### src/logic/backlight_consts.svh
`ifndef BACKLIGHT_CONSTS_SVH
`define BACKLIGHT_CONSTS_SVH

// ----------------------------------------------------------------------
// bus geometry
// ----------------------------------------------------------------------
`define AXI_ADDR_W          12
`define AXI_DATA_W          32
`define AXI_RESP_OKAY       2'h0
`define AXI_RESP_SLVERR     2'h2
`define AXI_DATA_ZERO       32'h0000_0000

// ----------------------------------------------------------------------
// register indices (byte address = index * 4)
// ----------------------------------------------------------------------
`define REG_IDX_CTRL        8'h00
`define REG_IDX_STATUS      8'h01
`define REG_IDX_SYNC_CFG    8'hA5
`define REG_IDX_DIV_HIGH    8'hA6
`define REG_IDX_DIV_LOW     8'hA7
`define REG_IDX_MSB         9
`define REG_IDX_LSB         2
`define REG_PAGE_ZERO       2'h0

// ----------------------------------------------------------------------
// reset values
// ----------------------------------------------------------------------
`define CFG_RESET           8'h00
`define CTRL_RESET          8'h00
`define CTRL_WR_MASK        8'h0F

// ----------------------------------------------------------------------
// field positions
// ----------------------------------------------------------------------
`define CTRL_ADAPTIVE_BIT   0
`define CTRL_RES_MSB        2
`define CTRL_RES_LSB        1
`define CTRL_LOADED_BIT     3
`define SYNC_EN_BIT         7
`define DITHER_MSB          6
`define DITHER_LSB          5
`define BOOST_MSB           4
`define BOOST_LSB           0
`define DIV_LOW_MSB         7
`define DIV_LOW_LSB         3
`define STAT_VOLTS_MSB      5
`define STAT_SYNC_BIT       6
`define STAT_ADAPT_BIT      7
`define STAT_DIV_MSB        20
`define STAT_DIV_LSB        8
`define STAT_READY_BIT      21

// ----------------------------------------------------------------------
// decode figures
// ----------------------------------------------------------------------
`define BOOST_BASE_VOLTS    6'h0A
`define BOOST_MAX_CODE      5'h1E
`define PLL_BASE_MHZ        6'h05
`define DIV_W               13
`define VOLTS_W             6

`endif

### src/logic/backlight_pkg.sv
`include "backlight_consts.svh"

package backlight_pkg;

   // ----------------------------------------------------------------------
   // axi4-lite channels, master to slave and back
   // ----------------------------------------------------------------------
   typedef struct packed {
      logic                    awvalid;
      logic [`AXI_ADDR_W-1:0]  awaddr;
      logic                    wvalid;
      logic [`AXI_DATA_W-1:0]  wdata;
      logic [3:0]              wstrb;
      logic                    bready;
      logic                    arvalid;
      logic [`AXI_ADDR_W-1:0]  araddr;
      logic                    rready;
   } axil_req_t;

   typedef struct packed {
      logic                    awready;
      logic                    wready;
      logic                    bvalid;
      logic [1:0]              bresp;
      logic                    arready;
      logic                    rvalid;
      logic [`AXI_DATA_W-1:0]  rdata;
      logic [1:0]              rresp;
   } axil_rsp_t;

   // ----------------------------------------------------------------------
   // internal register access between bus port and register bank
   // ----------------------------------------------------------------------
   typedef struct packed {
      logic                    wr_en;
      logic [`AXI_ADDR_W-1:0]  wr_addr;
      logic [7:0]              wr_data;
      logic [`AXI_ADDR_W-1:0]  rd_addr;
   } reg_req_t;

   typedef struct packed {
      logic                    wr_hit;
      logic                    rd_hit;
      logic [`AXI_DATA_W-1:0]  rd_data;
   } reg_rsp_t;

   typedef enum logic [2:0] {
      SEL_NONE     = 3'h0,
      SEL_CTRL     = 3'h1,
      SEL_STATUS   = 3'h2,
      SEL_SYNC_CFG = 3'h3,
      SEL_DIV_HIGH = 3'h4,
      SEL_DIV_LOW  = 3'h5
   } reg_sel_t;

endpackage : backlight_pkg

### src/logic/backlight_boost_sync_config.sv
// The implementer's own choice: register access over AXI4-Lite.
`timescale 1ns/1ps
`include "backlight_consts.svh"

//Behaviour
// - sync enable bit lets PLL follow frame input
// - dither code gives zero to three bits
// - boost volts are ten plus code, capped forty
// - adaptive mode uses boost field as start
// - fixed mode uses boost field as target
// - byte six holds divider bits twelve to five
// - divider used only while sync enabled
// - byte seven top five bits are divider low
// - resolution bits pick PLL output frequency
module backlight_boost_sync_config (
   input  wire logic                     clk_sys_in,
   input  wire logic                     rstn_in,
   input  wire backlight_pkg::axil_req_t axil_req_in,
   output backlight_pkg::axil_rsp_t      axil_rsp_out,
   output logic                          config_ready_out,
   output logic                          sync_enable_out,
   output logic [1:0]                    dither_bits_out,
   output logic                          adaptive_boost_out,
   output logic [`VOLTS_W-1:0]           boost_start_volts_out,
   output logic [`VOLTS_W-1:0]           boost_fixed_volts_out,
   output logic [`DIV_W-1:0]             pll_divider_out,
   output logic [1:0]                    pll_freq_sel_out,
   output logic [`VOLTS_W-1:0]           pll_freq_mhz_out
);

   // ----------------------------------------------------------------------
   // address decode
   // ----------------------------------------------------------------------
   // shared by the write and read paths so both agree on the map
   function automatic backlight_pkg::reg_sel_t reg_decode(input logic [`AXI_ADDR_W-1:0] addr);
      backlight_pkg::reg_sel_t sel;
      sel = backlight_pkg::SEL_NONE;
      if (addr[`AXI_ADDR_W-1:`REG_IDX_MSB+1] == `REG_PAGE_ZERO) begin
         case (addr[`REG_IDX_MSB:`REG_IDX_LSB])
            `REG_IDX_CTRL:     sel = backlight_pkg::SEL_CTRL;
            `REG_IDX_STATUS:   sel = backlight_pkg::SEL_STATUS;
            `REG_IDX_SYNC_CFG: sel = backlight_pkg::SEL_SYNC_CFG;
            `REG_IDX_DIV_HIGH: sel = backlight_pkg::SEL_DIV_HIGH;
            `REG_IDX_DIV_LOW:  sel = backlight_pkg::SEL_DIV_LOW;
            default:           sel = backlight_pkg::SEL_NONE;
         endcase
      end
      return sel;
   endfunction : reg_decode

   // ----------------------------------------------------------------------
   // bus front end
   // ----------------------------------------------------------------------
   backlight_pkg::reg_req_t reg_req;
   backlight_pkg::reg_rsp_t reg_rsp;

   axil_reg_port u_port (
      .clk_sys_in   (clk_sys_in),
      .rstn_in      (rstn_in),
      .axil_req_in  (axil_req_in),
      .reg_rsp_in   (reg_rsp),
      .axil_rsp_out (axil_rsp_out),
      .reg_req_out  (reg_req)
   );

   // ----------------------------------------------------------------------
   // configuration storage
   // ----------------------------------------------------------------------
   logic [7:0] ctrl_reg,     ctrl_next;
   logic [7:0] sync_cfg_reg, sync_cfg_next;
   logic [7:0] div_high_reg, div_high_next;
   logic [7:0] div_low_reg,  div_low_next;
   backlight_pkg::reg_sel_t wr_sel;
   backlight_pkg::reg_sel_t rd_sel;

   assign wr_sel = reg_decode(reg_req.wr_addr);
   assign rd_sel = reg_decode(reg_req.rd_addr);

   // software writes land here; status is read-only and drops writes
   always_comb begin
      ctrl_next     = ctrl_reg;
      sync_cfg_next = sync_cfg_reg;
      div_high_next = div_high_reg;
      div_low_next  = div_low_reg;
      if (reg_req.wr_en) begin
         case (wr_sel)
            backlight_pkg::SEL_CTRL:     ctrl_next     = reg_req.wr_data & `CTRL_WR_MASK;
            backlight_pkg::SEL_SYNC_CFG: sync_cfg_next = reg_req.wr_data;
            backlight_pkg::SEL_DIV_HIGH: div_high_next = reg_req.wr_data;
            backlight_pkg::SEL_DIV_LOW:  div_low_next  = reg_req.wr_data;
            default:                     ctrl_next     = ctrl_reg;
         endcase
      end
   end

   always_ff @(posedge clk_sys_in or negedge rstn_in) begin
      if (!rstn_in) begin
         ctrl_reg     <= `CTRL_RESET;
         sync_cfg_reg <= `CFG_RESET;
         div_high_reg <= `CFG_RESET;
         div_low_reg  <= `CFG_RESET;
      end else begin
         ctrl_reg     <= ctrl_next;
         sync_cfg_reg <= sync_cfg_next;
         div_high_reg <= div_high_next;
         div_low_reg  <= div_low_next;
      end
   end

   // ----------------------------------------------------------------------
   // field decode
   // ----------------------------------------------------------------------
   logic                loaded;
   logic                adaptive;
   logic [4:0]          boost_code;
   logic [4:0]          boost_capped;
   logic [`VOLTS_W-1:0] boost_volts;
   logic [`DIV_W-1:0]   div_count;
   logic [1:0]          res_sel;

   assign loaded   = ctrl_reg[`CTRL_LOADED_BIT];
   assign adaptive = ctrl_reg[`CTRL_ADAPTIVE_BIT];
   assign res_sel  = ctrl_reg[`CTRL_RES_MSB:`CTRL_RES_LSB];

   // codes above the ceiling saturate rather than wrap past forty volts
   always_comb begin
      boost_code   = sync_cfg_reg[`BOOST_MSB:`BOOST_LSB];
      boost_capped = (boost_code > `BOOST_MAX_CODE) ? `BOOST_MAX_CODE : boost_code;
      boost_volts  = `BOOST_BASE_VOLTS + {1'b0, boost_capped};
   end

   // high byte on top, five low bits from byte seven below it
   assign div_count = {div_high_reg, div_low_reg[`DIV_LOW_MSB:`DIV_LOW_LSB]};

   // ----------------------------------------------------------------------
   // decoded outputs
   // ----------------------------------------------------------------------
   logic                ready_reg,      ready_next;
   logic                sync_reg,       sync_next;
   logic [1:0]          dither_reg,     dither_next;
   logic                adapt_reg,      adapt_next;
   logic [`VOLTS_W-1:0] start_reg,      start_next;
   logic [`VOLTS_W-1:0] fixed_reg,      fixed_next;
   logic [`DIV_W-1:0]   divider_reg,    divider_next;
   logic [1:0]          freq_sel_reg,   freq_sel_next;
   logic [`VOLTS_W-1:0] freq_mhz_reg,   freq_mhz_next;

   // every output except the PLL select and frequency reads zero until software
   // marks the configuration loaded, so downstream control never acts on a half-written set of fields
   always_comb begin
      ready_next    = loaded;
      sync_next     = loaded & sync_cfg_reg[`SYNC_EN_BIT];
      dither_next   = loaded ? sync_cfg_reg[`DITHER_MSB:`DITHER_LSB] : 2'h0;
      adapt_next    = loaded & adaptive;
      start_next    = (loaded && adaptive) ? boost_volts : '0;
      fixed_next    = (loaded && !adaptive) ? boost_volts : '0;
      divider_next  = sync_next ? div_count : '0;
      freq_sel_next = res_sel;
      freq_mhz_next = `PLL_BASE_MHZ << res_sel;
   end

   // held in flops so the consumers see glitch-free static levels
   always_ff @(posedge clk_sys_in or negedge rstn_in) begin
      if (!rstn_in) begin
         ready_reg    <= 1'b0;
         sync_reg     <= 1'b0;
         dither_reg   <= 2'h0;
         adapt_reg    <= 1'b0;
         start_reg    <= '0;
         fixed_reg    <= '0;
         divider_reg  <= '0;
         freq_sel_reg <= 2'h0;
         freq_mhz_reg <= `PLL_BASE_MHZ;
      end else begin
         ready_reg    <= ready_next;
         sync_reg     <= sync_next;
         dither_reg   <= dither_next;
         adapt_reg    <= adapt_next;
         start_reg    <= start_next;
         fixed_reg    <= fixed_next;
         divider_reg  <= divider_next;
         freq_sel_reg <= freq_sel_next;
         freq_mhz_reg <= freq_mhz_next;
      end
   end

   assign config_ready_out      = ready_reg;
   assign sync_enable_out       = sync_reg;
   assign dither_bits_out       = dither_reg;
   assign adaptive_boost_out    = adapt_reg;
   assign boost_start_volts_out = start_reg;
   assign boost_fixed_volts_out = fixed_reg;
   assign pll_divider_out       = divider_reg;
   assign pll_freq_sel_out      = freq_sel_reg;
   assign pll_freq_mhz_out      = freq_mhz_reg;

   // ----------------------------------------------------------------------
   // read mux
   // ----------------------------------------------------------------------
   // status reflects the presented outputs, so it lags a write by one cycle
   always_comb begin
      reg_rsp.wr_hit  = (wr_sel != backlight_pkg::SEL_NONE);
      reg_rsp.rd_hit  = (rd_sel != backlight_pkg::SEL_NONE);
      reg_rsp.rd_data = `AXI_DATA_ZERO;
      case (rd_sel)
         backlight_pkg::SEL_CTRL:     reg_rsp.rd_data[7:0] = ctrl_reg;
         backlight_pkg::SEL_SYNC_CFG: reg_rsp.rd_data[7:0] = sync_cfg_reg;
         backlight_pkg::SEL_DIV_HIGH: reg_rsp.rd_data[7:0] = div_high_reg;
         backlight_pkg::SEL_DIV_LOW:  reg_rsp.rd_data[7:0] = div_low_reg;
         backlight_pkg::SEL_STATUS: begin
            reg_rsp.rd_data[`STAT_VOLTS_MSB:0]            = adapt_reg ? start_reg : fixed_reg;
            reg_rsp.rd_data[`STAT_SYNC_BIT]               = sync_reg;
            reg_rsp.rd_data[`STAT_ADAPT_BIT]              = adapt_reg;
            reg_rsp.rd_data[`STAT_DIV_MSB:`STAT_DIV_LSB]  = divider_reg;
            reg_rsp.rd_data[`STAT_READY_BIT]              = ready_reg;
         end
         default:                     reg_rsp.rd_data = `AXI_DATA_ZERO;
      endcase
   end

endmodule : backlight_boost_sync_config

### src/logic/axil_reg_port.sv
`timescale 1ns/1ps
`include "backlight_consts.svh"

module axil_reg_port (
   input  wire logic                   clk_sys_in,
   input  wire logic                   rstn_in,
   input  wire backlight_pkg::axil_req_t axil_req_in,
   input  wire backlight_pkg::reg_rsp_t  reg_rsp_in,
   output backlight_pkg::axil_rsp_t    axil_rsp_out,
   output backlight_pkg::reg_req_t     reg_req_out
);

   // ----------------------------------------------------------------------
   // state
   // ----------------------------------------------------------------------
   logic                   aw_full_reg,  aw_full_next;
   logic                   w_full_reg,   w_full_next;
   logic [`AXI_ADDR_W-1:0] aw_addr_reg,  aw_addr_next;
   logic [7:0]             w_data_reg,   w_data_next;
   logic                   w_strb_reg,   w_strb_next;
   logic                   awready_reg,  awready_next;
   logic                   wready_reg,   wready_next;
   logic                   arready_reg,  arready_next;
   logic                   bvalid_reg,   bvalid_next;
   logic [1:0]             bresp_reg,    bresp_next;
   logic                   rvalid_reg,   rvalid_next;
   logic [`AXI_DATA_W-1:0] rdata_reg,    rdata_next;
   logic [1:0]             rresp_reg,    rresp_next;
   logic                   do_write;

   // write fires only once both halves are held and no response is pending
   assign do_write = aw_full_reg & w_full_reg & ~bvalid_reg;

   // only the low byte lane carries register data; other lanes are dropped
   assign reg_req_out.wr_en   = do_write & w_strb_reg;
   assign reg_req_out.wr_addr = aw_addr_reg;
   assign reg_req_out.wr_data = w_data_reg;
   assign reg_req_out.rd_addr = axil_req_in.araddr;

   // ----------------------------------------------------------------------
   // channel next-state
   // ----------------------------------------------------------------------
   always_comb begin
      aw_full_next = aw_full_reg;
      w_full_next  = w_full_reg;
      aw_addr_next = aw_addr_reg;
      w_data_next  = w_data_reg;
      w_strb_next  = w_strb_reg;
      bvalid_next  = bvalid_reg;
      bresp_next   = bresp_reg;
      rvalid_next  = rvalid_reg;
      rdata_next   = rdata_reg;
      rresp_next   = rresp_reg;
      if (bvalid_reg && axil_req_in.bready) begin
         bvalid_next = 1'b0;
      end
      if (do_write) begin
         bvalid_next  = 1'b1;
         bresp_next   = reg_rsp_in.wr_hit ? `AXI_RESP_OKAY : `AXI_RESP_SLVERR;
         aw_full_next = 1'b0;
         w_full_next  = 1'b0;
      end
      if (axil_req_in.awvalid && awready_reg) begin
         aw_full_next = 1'b1;
         aw_addr_next = axil_req_in.awaddr;
      end
      if (axil_req_in.wvalid && wready_reg) begin
         w_full_next = 1'b1;
         w_data_next = axil_req_in.wdata[7:0];
         w_strb_next = axil_req_in.wstrb[0];
      end
      if (rvalid_reg && axil_req_in.rready) begin
         rvalid_next = 1'b0;
      end
      if (axil_req_in.arvalid && arready_reg) begin
         rvalid_next = 1'b1;
         rdata_next  = reg_rsp_in.rd_hit ? reg_rsp_in.rd_data : `AXI_DATA_ZERO;
         rresp_next  = reg_rsp_in.rd_hit ? `AXI_RESP_OKAY : `AXI_RESP_SLVERR;
      end
      // readies are registered so every bus output leaves a flip-flop
      awready_next = ~aw_full_next & ~bvalid_next;
      wready_next  = ~w_full_next & ~bvalid_next;
      arready_next = ~rvalid_next;
   end

   // registers
   always_ff @(posedge clk_sys_in or negedge rstn_in) begin
      if (!rstn_in) begin
         aw_full_reg <= 1'b0;
         w_full_reg  <= 1'b0;
         aw_addr_reg <= '0;
         w_data_reg  <= 8'h00;
         w_strb_reg  <= 1'b0;
         awready_reg <= 1'b0;
         wready_reg  <= 1'b0;
         arready_reg <= 1'b0;
         bvalid_reg  <= 1'b0;
         bresp_reg   <= `AXI_RESP_OKAY;
         rvalid_reg  <= 1'b0;
         rdata_reg   <= `AXI_DATA_ZERO;
         rresp_reg   <= `AXI_RESP_OKAY;
      end else begin
         aw_full_reg <= aw_full_next;
         w_full_reg  <= w_full_next;
         aw_addr_reg <= aw_addr_next;
         w_data_reg  <= w_data_next;
         w_strb_reg  <= w_strb_next;
         awready_reg <= awready_next;
         wready_reg  <= wready_next;
         arready_reg <= arready_next;
         bvalid_reg  <= bvalid_next;
         bresp_reg   <= bresp_next;
         rvalid_reg  <= rvalid_next;
         rdata_reg   <= rdata_next;
         rresp_reg   <= rresp_next;
      end
   end

   assign axil_rsp_out.awready = awready_reg;
   assign axil_rsp_out.wready  = wready_reg;
   assign axil_rsp_out.bvalid  = bvalid_reg;
   assign axil_rsp_out.bresp   = bresp_reg;
   assign axil_rsp_out.arready = arready_reg;
   assign axil_rsp_out.rvalid  = rvalid_reg;
   assign axil_rsp_out.rdata   = rdata_reg;
   assign axil_rsp_out.rresp   = rresp_reg;

endmodule : axil_reg_port

### config.mk
export PLATFORM = sky130hd
export DESIGN_NAME = backlight_boost_sync_config
export DESIGN_NICKNAME = d
export VERILOG_FILES = /design/src/logic/backlight_pkg.sv /design/src/logic/backlight_boost_sync_config.sv /design/src/logic/axil_reg_port.sv
export VERILOG_INCLUDE_DIRS = /design/src /design/src/logic
export SDC_FILE = /design/constraint.sdc
export NUM_CORES = 1
export LEC_CHECK = 0
export BUFFER_PORTS_ARGS = -buffer_cell sky130_fd_sc_hd__buf_2
export CORE_AREA = 3 3 141 143
export CTS_BUF_LIST = sky130_fd_sc_hd__clkbuf_8
export CTS_CLUSTER_DIAMETER = 30
export DETAILED_ROUTE_END_ITERATION = 8
export DIE_AREA = 0 0 144 146
export SLEW_MARGIN = 15
export SYNTH_ARGS = -nofsm -noshare
export SYNTH_HDL_FRONTEND = slang
export SYNTH_HIERARCHICAL = 1
export SYNTH_SLANG_ARGS = --single-unit
### constraint.sdc
create_clock -name clk_sys_in -period 2.78 [get_ports clk_sys_in]
set_clock_uncertainty 0.1 [all_clocks]
set_input_delay 0.139 -clock clk_sys_in [delete_from_list [all_inputs] [get_ports clk_sys_in]]
set_output_delay 0.139 -clock clk_sys_in [all_outputs]
set_load 0.005 [all_outputs]
Word level (Yosys, flattened, before mapping)
Cells that the tools add are included.
W data, S select, Z words.
{"block": "totals", "regBits": 130, "inputBits": 67, "out_inout_bits": 79, "word_cells": 99}
{"block": "op_classes", "add_sub_neg": 1, "n_lt_le_gt_ge": 1, "n_eq_ne": 17, "n_shift": 1, "n_mux": 23, "n_bitwise": 12, "n_reduce_logical": 18}
{"op": "$eq A8 B8 Y1 const B", "count": 6}
{"op": "$pmux W8 S5", "count": 1}
{"op": "$pmux W3 S5", "count": 2}
{"op": "$mux W22", "count": 1}
{"op": "$mux W6", "count": 3}
{"op": "$eq A8 B1 Y1 const B", "count": 2}
{"op": "$logic_not A8 Y1", "count": 2}
{"op": "$mux W14", "count": 1}
{"op": "$mux W13", "count": 1}
{"op": "$eq A3 B3 Y1 const B", "count": 4}
{"op": "$eq A3 B2 Y1 const B", "count": 3}
{"op": "$mux W1", "count": 8}
{"op": "$reduce_and A2 Y1", "count": 4}
{"op": "$and A1 B1 Y1", "count": 7}
{"op": "$logic_and A1 B1 Y1", "count": 7}
{"op": "$add A4 B5 Y6 const A", "count": 1}
{"op": "$eq A3 B1 Y1 const B", "count": 2}
{"op": "$mux W2", "count": 3}
{"op": "$mux W3", "count": 2}
{"op": "$reduce_bool A3 Y1", "count": 2}
{"op": "$shl A3 B2 Y6 const A", "count": 1}
{"op": "$gt A5 B5 Y1 const B", "count": 1}
{"op": "$mux W5", "count": 1}
{"op": "$not A1 Y1", "count": 5}
{"op": "other kinds (2)", "count": 3}

Longest topological paths before layout
Gate-level depths: netlist of the first run.
{"block": "logic_depth", "word_depth": 6, "depth_mapped": 10, "mapped_depth_nobuf": 6}

By module
Netlist of the first run, hierarchy kept.
{"mod": "backlight_boost_sync_config", "instances": 1, "cells_each": 231, "area_per_inst_um2": 2839.0, "seq_area_each_um2": 1629.1}
{"mod": "axil_reg_port", "instances": 1, "cells_each": 239, "area_per_inst_um2": 2725.1, "seq_area_each_um2": 1551.5}

Worst setup path before layout of the first run
Ideal clock, no wire load.
{"block": "synth_timing", "path_type": "register -> register", "from": "reg u_port.aw_addr_reg[5]", "to": "reg ctrl_reg[0]", "setup_time_ps": 125, "t_arrival_ps": 2022, "t_required_ps": 2555, "slack_ps": 533, "path_stages_with_launch": 6, "n_path_buf": 1, "synth_period_minus_slack_ps": 2247, "path_cell_list": "dfrtp_1 -> or3_1 -> or4_1 -> or4_1 -> buf_2 -> mux2_4"}
{"block": "synth_between", "elab_chain_len": 5, "elab_cells_between_ends": 9, "cone_classes": "5 x eq/ne; 2 x mux; 2 x reduce/logical"}
{"element": "from (decl)", "line": "axil_reg_port.sv:18", "rtl": "logic [`AXI_ADDR_W-1:0] aw_addr_reg, aw_addr_next;"}
{"element": "from (signal assigned)", "line": "axil_reg_port.sv:105", "rtl": "aw_addr_reg <= aw_addr_next;"}
{"element": "$eq A8 B8 Y1, or another cell as far along", "line": "backlight_boost_sync_config.sv:39", "rtl": "case (addr[`REG_IDX_MSB:`REG_IDX_LSB])"}
{"element": "$pmux W3 S5 *", "line": "backlight_boost_sync_config.sv:39"}
{"element": "$mux W3 *", "line": "backlight_boost_sync_config.sv:38", "rtl": "if (addr[`AXI_ADDR_W-1:`REG_IDX_MSB+1] == `REG_PAGE_ZERO) begin"}
{"element": "$eq A3 B1 Y1 *", "line": "backlight_boost_sync_config.sv:86", "rtl": "case (wr_sel)"}
{"element": "$reduce_and A2 Y1 (no source line) *"}
{"element": "to (signal assigned)", "line": "backlight_boost_sync_config.sv:98", "rtl": "ctrl_reg <= `CTRL_RESET;"}
{"element": "to (signal assigned)", "line": "backlight_boost_sync_config.sv:103", "rtl": "ctrl_reg <= ctrl_next;"}
{"element": "to (decl)", "line": "backlight_boost_sync_config.sv:69", "rtl": "logic [7:0] ctrl_reg, ctrl_next;"}
Every way passes the cells marked *; elsewhere a longest branch is shown, timed or not.
A chain may end at the register's enable or synchronous reset.

Worst setup path in the final report of the first run
Same ends and word-level chain as after synthesis.

==> results of run 1 <==
-- layer usage --
metal / vias to the layer above / part of all wire (%)
met5: - / 0.26
met4: 6 / 1.3
met3: 18 / 5.7
met2: 114 / 51
met1: 1957 / 42
li1: 1849 / -
-- worst max path at each step --
| stage | slack, ns | end | startpoint |
|---|---|---|---|
| 2_1_floorplan | 0.53 | ctrl_reg[0] | u_port/aw_addr_reg[5] |
| 3_3_place_gp | 0.44 | ctrl_reg[0] | u_port/aw_addr_reg[5] |
| 3_5_place_dp | 0.41 | ctrl_reg[1] | u_port/aw_addr_reg[5] |
| 4_1_cts | 0.40 | ctrl_reg[1] | u_port/aw_addr_reg[5] |
| 5_1_grt | 0.32 | ctrl_reg[0] | u_port/aw_addr_reg[5] |
| 6_report | 0.40 | ctrl_reg[0] | u_port/aw_addr_reg[5] |
-- critical path, cell delays in order (launching register included) --
cell	delay, ns
dfrtp_1	0.37
or3_1	0.37
or4_1	0.43
or4_1	0.64
mux2_4	0.35
-- per-stage QoR --
stage               hold slack [ns]  total power [mW]
floorplan                    -0.257              2.55
global placement              0.142              2.69
detailed placement            0.161              2.73
CTS                           0.154              4.27
global route                  0.186              4.44
finish                        0.173              4.20
-- power by group --
part	total, mW	switching, mW	internal [mW]
Sequential	2.23	0.206	2.02
Combinational	0.497	0.255	0.242
Clock	1.48	0.663	0.817
Total	4.20	1.12	3.08
-- final cells by class --
class | instances | area [sq um]
fill | 1864 | 11900
sequential | 125 | 3130
multi-input combinational | 262 | 1950
timing repair buffer | 146 | 878
tap | 234 | 293
clock buffer | 19 | 262
inverter | 42 | 158
clock inverter | 13 | 109
-- what timing repair did --
item,CTS,global route
gates resized for setup,0,0
hold buffers,24,0
hold endpoints to repair,78,0
==> results.yml, run 1 <==
timing:
  timing.final.crit_period_ns: 2.38
  tns_ns: 0
  worst_pin_slew_ns: 0.761
  fin_crit_sh_pct: 85.6
  rsz0062_at_grt: "no"
  hold_viol_final: 0
  drv_slew: 0
  postLayoutSetupSlackWorst_ns: 0.399
  finalSetupViolCount: 0
  clock.fmax_ghz: 0.420
  slew_headroom_pct: 49.3
floorplanning:
  start_util_pct: 29.3
  dieArea_sq_um: 21000
  core_area_sq_um: 18700
  ioPinCount: 146
  die_width_um: 144
  die_y_um: 146
  rows: 50
layout:
  finalInstanceArea_sq_um: 6780
  final_cell_mix: "dfrtp_1, buf_2, inv_1"
  nets: 663
  final_common_cell: "dfrtp_1"
  final_cells: 841
  drive_gt1_share_pct: 33.3
  fin_util_pct: 36.2
  syn_to_final_growth_pct: 23.8
  largest_reg_flops: 32
  n_antenna_cell: 0
status:
  status: "finished, final reports clean"
route:
  vias: 3944
  wl_per_cell_um: 15.9
  wirelength_um: 13300
  first_pass_iters: 4
  initialDrtViolationCount: 132
  drc: 0
  ant_nets: 0
  vias_per_cell: 4.69
worst_setup_path:
  reg2reg_setup_slack_ns: 0.40
  path_max_fanout: 4
  cp.arrival_ns: 2.59
  startpoint_type: "register"
  worstReg2RegStart: "u_port/aw_addr_reg[5]"
  rr_worst_depth: 4
  end_kind: "register"
  required_ns: 2.99
  reg2reg_to: "ctrl_reg[0]"
  crit_type: "register to register"
grt:
  grt_util_met1_pct: 15.8
  met2_usage_pct: 21.9
  antenna_found_initial: 3
  grt.total_usage_pct: 13.1
  grt_first_pass_wirelength_um: 21400
  overflow: 0
  use_met3_pct: 4.37
  grt_max_degree: 59
  grt.busiest_layer: "met2"
  grt_pass1_vias: 4043
placed_design:
  port-buffer-count: 112
  dp.final_hpwl_um: 9690
  place_area_sq_um: 6170
  pre_cts_ws_ns: 0.412
  gp_congestion: 0.788
  dp_cells: 785
clocking:
  clockBufferDepth: 2
  clock_latency_ns: 0.43
  tritoncts: "done"
  numCtsBuffers: 17
  cts_sinks: 125
  h-tree-depth: 4
  post_cts_buffers: 0
  cts.clk_slew.worst_paths_ns: 0.07
  root_buffer: "clkbuf_8"
min_path:
  holdCritStartpoint: "axil_req_in[51]"
  min_to: "u_port/w_full_reg"
  whs_path_depth: 3
  hold_class: "input port to register"
logic_synthesis:
  synth_area_per_cell_sq_um: 11.8
  yosys_warnings: 6
  syn_area_sq_um: 5480
  synthCells: 464
power_and_ir_drop:
  p_per_area_nw_per_um2: 620
  p_leak_nw: 3.40
  ir_drop_mv: 0.425
job:
  maxCapViolCount: 0
No activity file was read; power rests on OpenSTA's default activity.
==> run 2: changes to the inputs <==
BUFFER_PORTS_ARGS = not set   (was -buffer_cell sky130_fd_sc_hd__buf_2)
CORE_AREA = 2 2 100 102   (was 3 3 141 143)
DIE_AREA = 0 0 102 104   (was 0 0 144 146)
DONT_BUFFER_PORTS = 1   (was not set)
PLACE_DENSITY = 0.74   (was not set)
==> run 2 against run 1 <==
  * The run now ends with negative hold slack left
  * Largest cell class unchanged
  * Fmax fell by 1.4%
  * Critical path depth did not move
  * Combinational power fell by 21%
  * Die area fell by 50%
  * Highest routed layer is now met4
  * Total power rose by 1.4%
  * Via count fell by 10%
==> results.yml, run 2 (synthesis gave the netlist of run 1 again) <==
clocking:
  clock_latency_ns: 0.44
  cts_hold_buf: 26
  h-tree-depth: 4
  clockBufferDepth: 2
  numCtsBuffers: 17
  cts_sinks: 125
  cts.clk_slew.worst_paths_ns: 0.08
  tritoncts: "done"
  root_buffer: "clkbuf_8"
worst_setup_path:
  max_stage_delay_ns: 0.64
  path_max_fanout: 4
  end_kind: "register"
  crit_top_cell: "or4_1"
  crit_slowest_cell: "or4_1"
  path_cells: "or3_1, or4_1, or4_1, mux2_4"
  required_ns: 2.99
  startpoint_type: "register"
  crit_family: "simple AND/OR/NAND/NOR gates"
  cp.arrival_ns: 2.62
  crit_type: "register to register"
  crit_buf_inv: 0
route:
  first_pass_iters: 4
  wl_per_cell_um: 18.2
  vias_per_cell: 5.67
  vias: 3542
  wirelength_um: 11400
  dr.max_layer_used: "met4"
  m1WireLength_um: 4660
  dr_wl_met3_um: 719
  drc: 0
  initialDrtViolationCount: 175
  ant_nets: 0
  wl_met2_um: 5830
layout:
  nets: 548
  drive_gt1_share_pct: 17.9
  final_cells: 625
  fill_cells: 795
  largest_reg_flops: 32
  finalInstanceArea_sq_um: 6120
  final_cell_mix: "dfrtp_1, inv_1, nand4_1"
  final_common_cell: "dfrtp_1"
  syn_to_final_growth_pct: 11.8
  n_antenna_cell: 0
  fin_util_pct: 64.1
timing:
  hold_viol_final: 125
  timing.final.crit_period_ns: 2.41
  worst_pin_slew_ns: 0.901
  slew_headroom_pct: 39.7
  postLayoutSetupSlackWorst_ns: 0.367
  clock.fmax_ghz: 0.414
  tns_ns: 0
  finalSetupViolCount: 0
  drv_slew: 0
  holdWs_ns: -0.698
  fin_crit_sh_pct: 86.8
  rsz0062_at_grt: "no"
floorplanning:
  start_util_pct: 57.4
  core_area_sq_um: 9550
  die_y_um: 104
  dieArea_sq_um: 10600
  die_width_um: 102
  rows: 36
  ioPinCount: 146
placed_design:
  port-buffer-count: 0
  dp_cells: 567
  dp.final_hpwl_um: 7300
  pre_cts_ws_ns: 0.391
  gp_congestion: 0.829
  place_area_sq_um: 5440
min_path:
  hold_class: "input port to async pin"
grt:
  grt.total_usage_pct: 22.9
  grt_pass1_vias: 3670
  grt_first_pass_wirelength_um: 18700
  overflow: 0
  grt_max_degree: 126
  antenna_found_initial: 0
status:
  status: "finished with violations"
  violations: "negative hold slack"
power_and_ir_drop:
  p_per_area_nw_per_um2: 696
  ir_drop_mv: 0.458
  p_leak_nw: 2.84
job:
  maxCapViolCount: 0
## run 2: cell types whose count changed in the layout (fill, tap and decap cells not counted), sizes merged
| cell | change |
|---|---|
| buf | -117 |
| bufinv | +1 |
| clkbuf | +1 |
| clkinv | -1 |
| clkinvlp | +2 |
| dlygate4sd3 | +2 |
| inv | -3 |
## run 2: stage by stage
stage	hold slack [ns]	power (mW)
6_report	-0.698	4.26
4_1_cts	-0.731	4.28
5_1_grt	-0.729	4.45
2_1_floorplan	-0.257	2.55
3_5_place_dp	-0.253	2.60
3_3_place_gp	-0.252	2.57
## run 2: final timing paths
kind                                  startpoint                   end  slack [ns]  cells past startpoint
setup / recovery           u_port/aw_addr_reg[5]           ctrl_reg[0]        0.37                      4
hold / removal                           rstn_in  u_port/rdata_reg[12]       -0.70                      0
setup reg to reg           u_port/aw_addr_reg[5]           ctrl_reg[0]        0.37                      4
hold reg to reg                u_port/w_strb_reg     u_port/w_strb_reg        0.39                      1
max in group asynchronous                rstn_in   pll_freq_mhz_out[0]        3.07                      0
min in group clk_sys_in           axil_req_in[4]   u_port/rdata_reg[3]        0.05                      4
## run 2: final cells by class
| class | count | area, sq um | area share, % |
|---|---|---|---|
| Timing Repair Buffer | 31 | 298 | 4.86 |
| Multi-Input combinational cell | 262 | 1950 | 31.9 |
| Clock inverter | 12 | 145 | 2.37 |
| Clock buffer | 20 | 275 | 4.50 |
| Sequential cell | 125 | 3130 | 51.1 |
| Tap cell | 133 | 166 | 2.72 |
| Inverter | 42 | 158 | 2.57 |
## run 2: per-layer routing
| layer | GRT usage, % | vias up |
|---|---|---|
| met5 | 0 | - |
| met4 | 8.76 | 0 |
| met3 | 6.99 | 16 |
| met2 | 37.7 | 124 |
| met1 | 28.2 | 1791 |
| li1 | - | 1611 |
## run 2: power breakdown
group,total [mW],internal [mW],switching [mW],leakage (nW)
sequential,2.22,2.02,0.203,1.67
combinational,0.395,0.203,0.192,0.944
clock,1.64,0.949,0.694,0.217
## run 2: worst register-to-register path: stages, from the launching register on
cell and delay [ns]:
dfrtp_1 0.37, or3_1 0.39, or4_1 0.44, or4_1 0.64, mux2_4 0.34
## run 2: repair_timing
| item | CTS | global route |
|---|---|---|
| hold endpoints to repair | 171 | 125 |
| gates resized for setup | 0 | 0 |
| setup buffers | 0 | 0 |
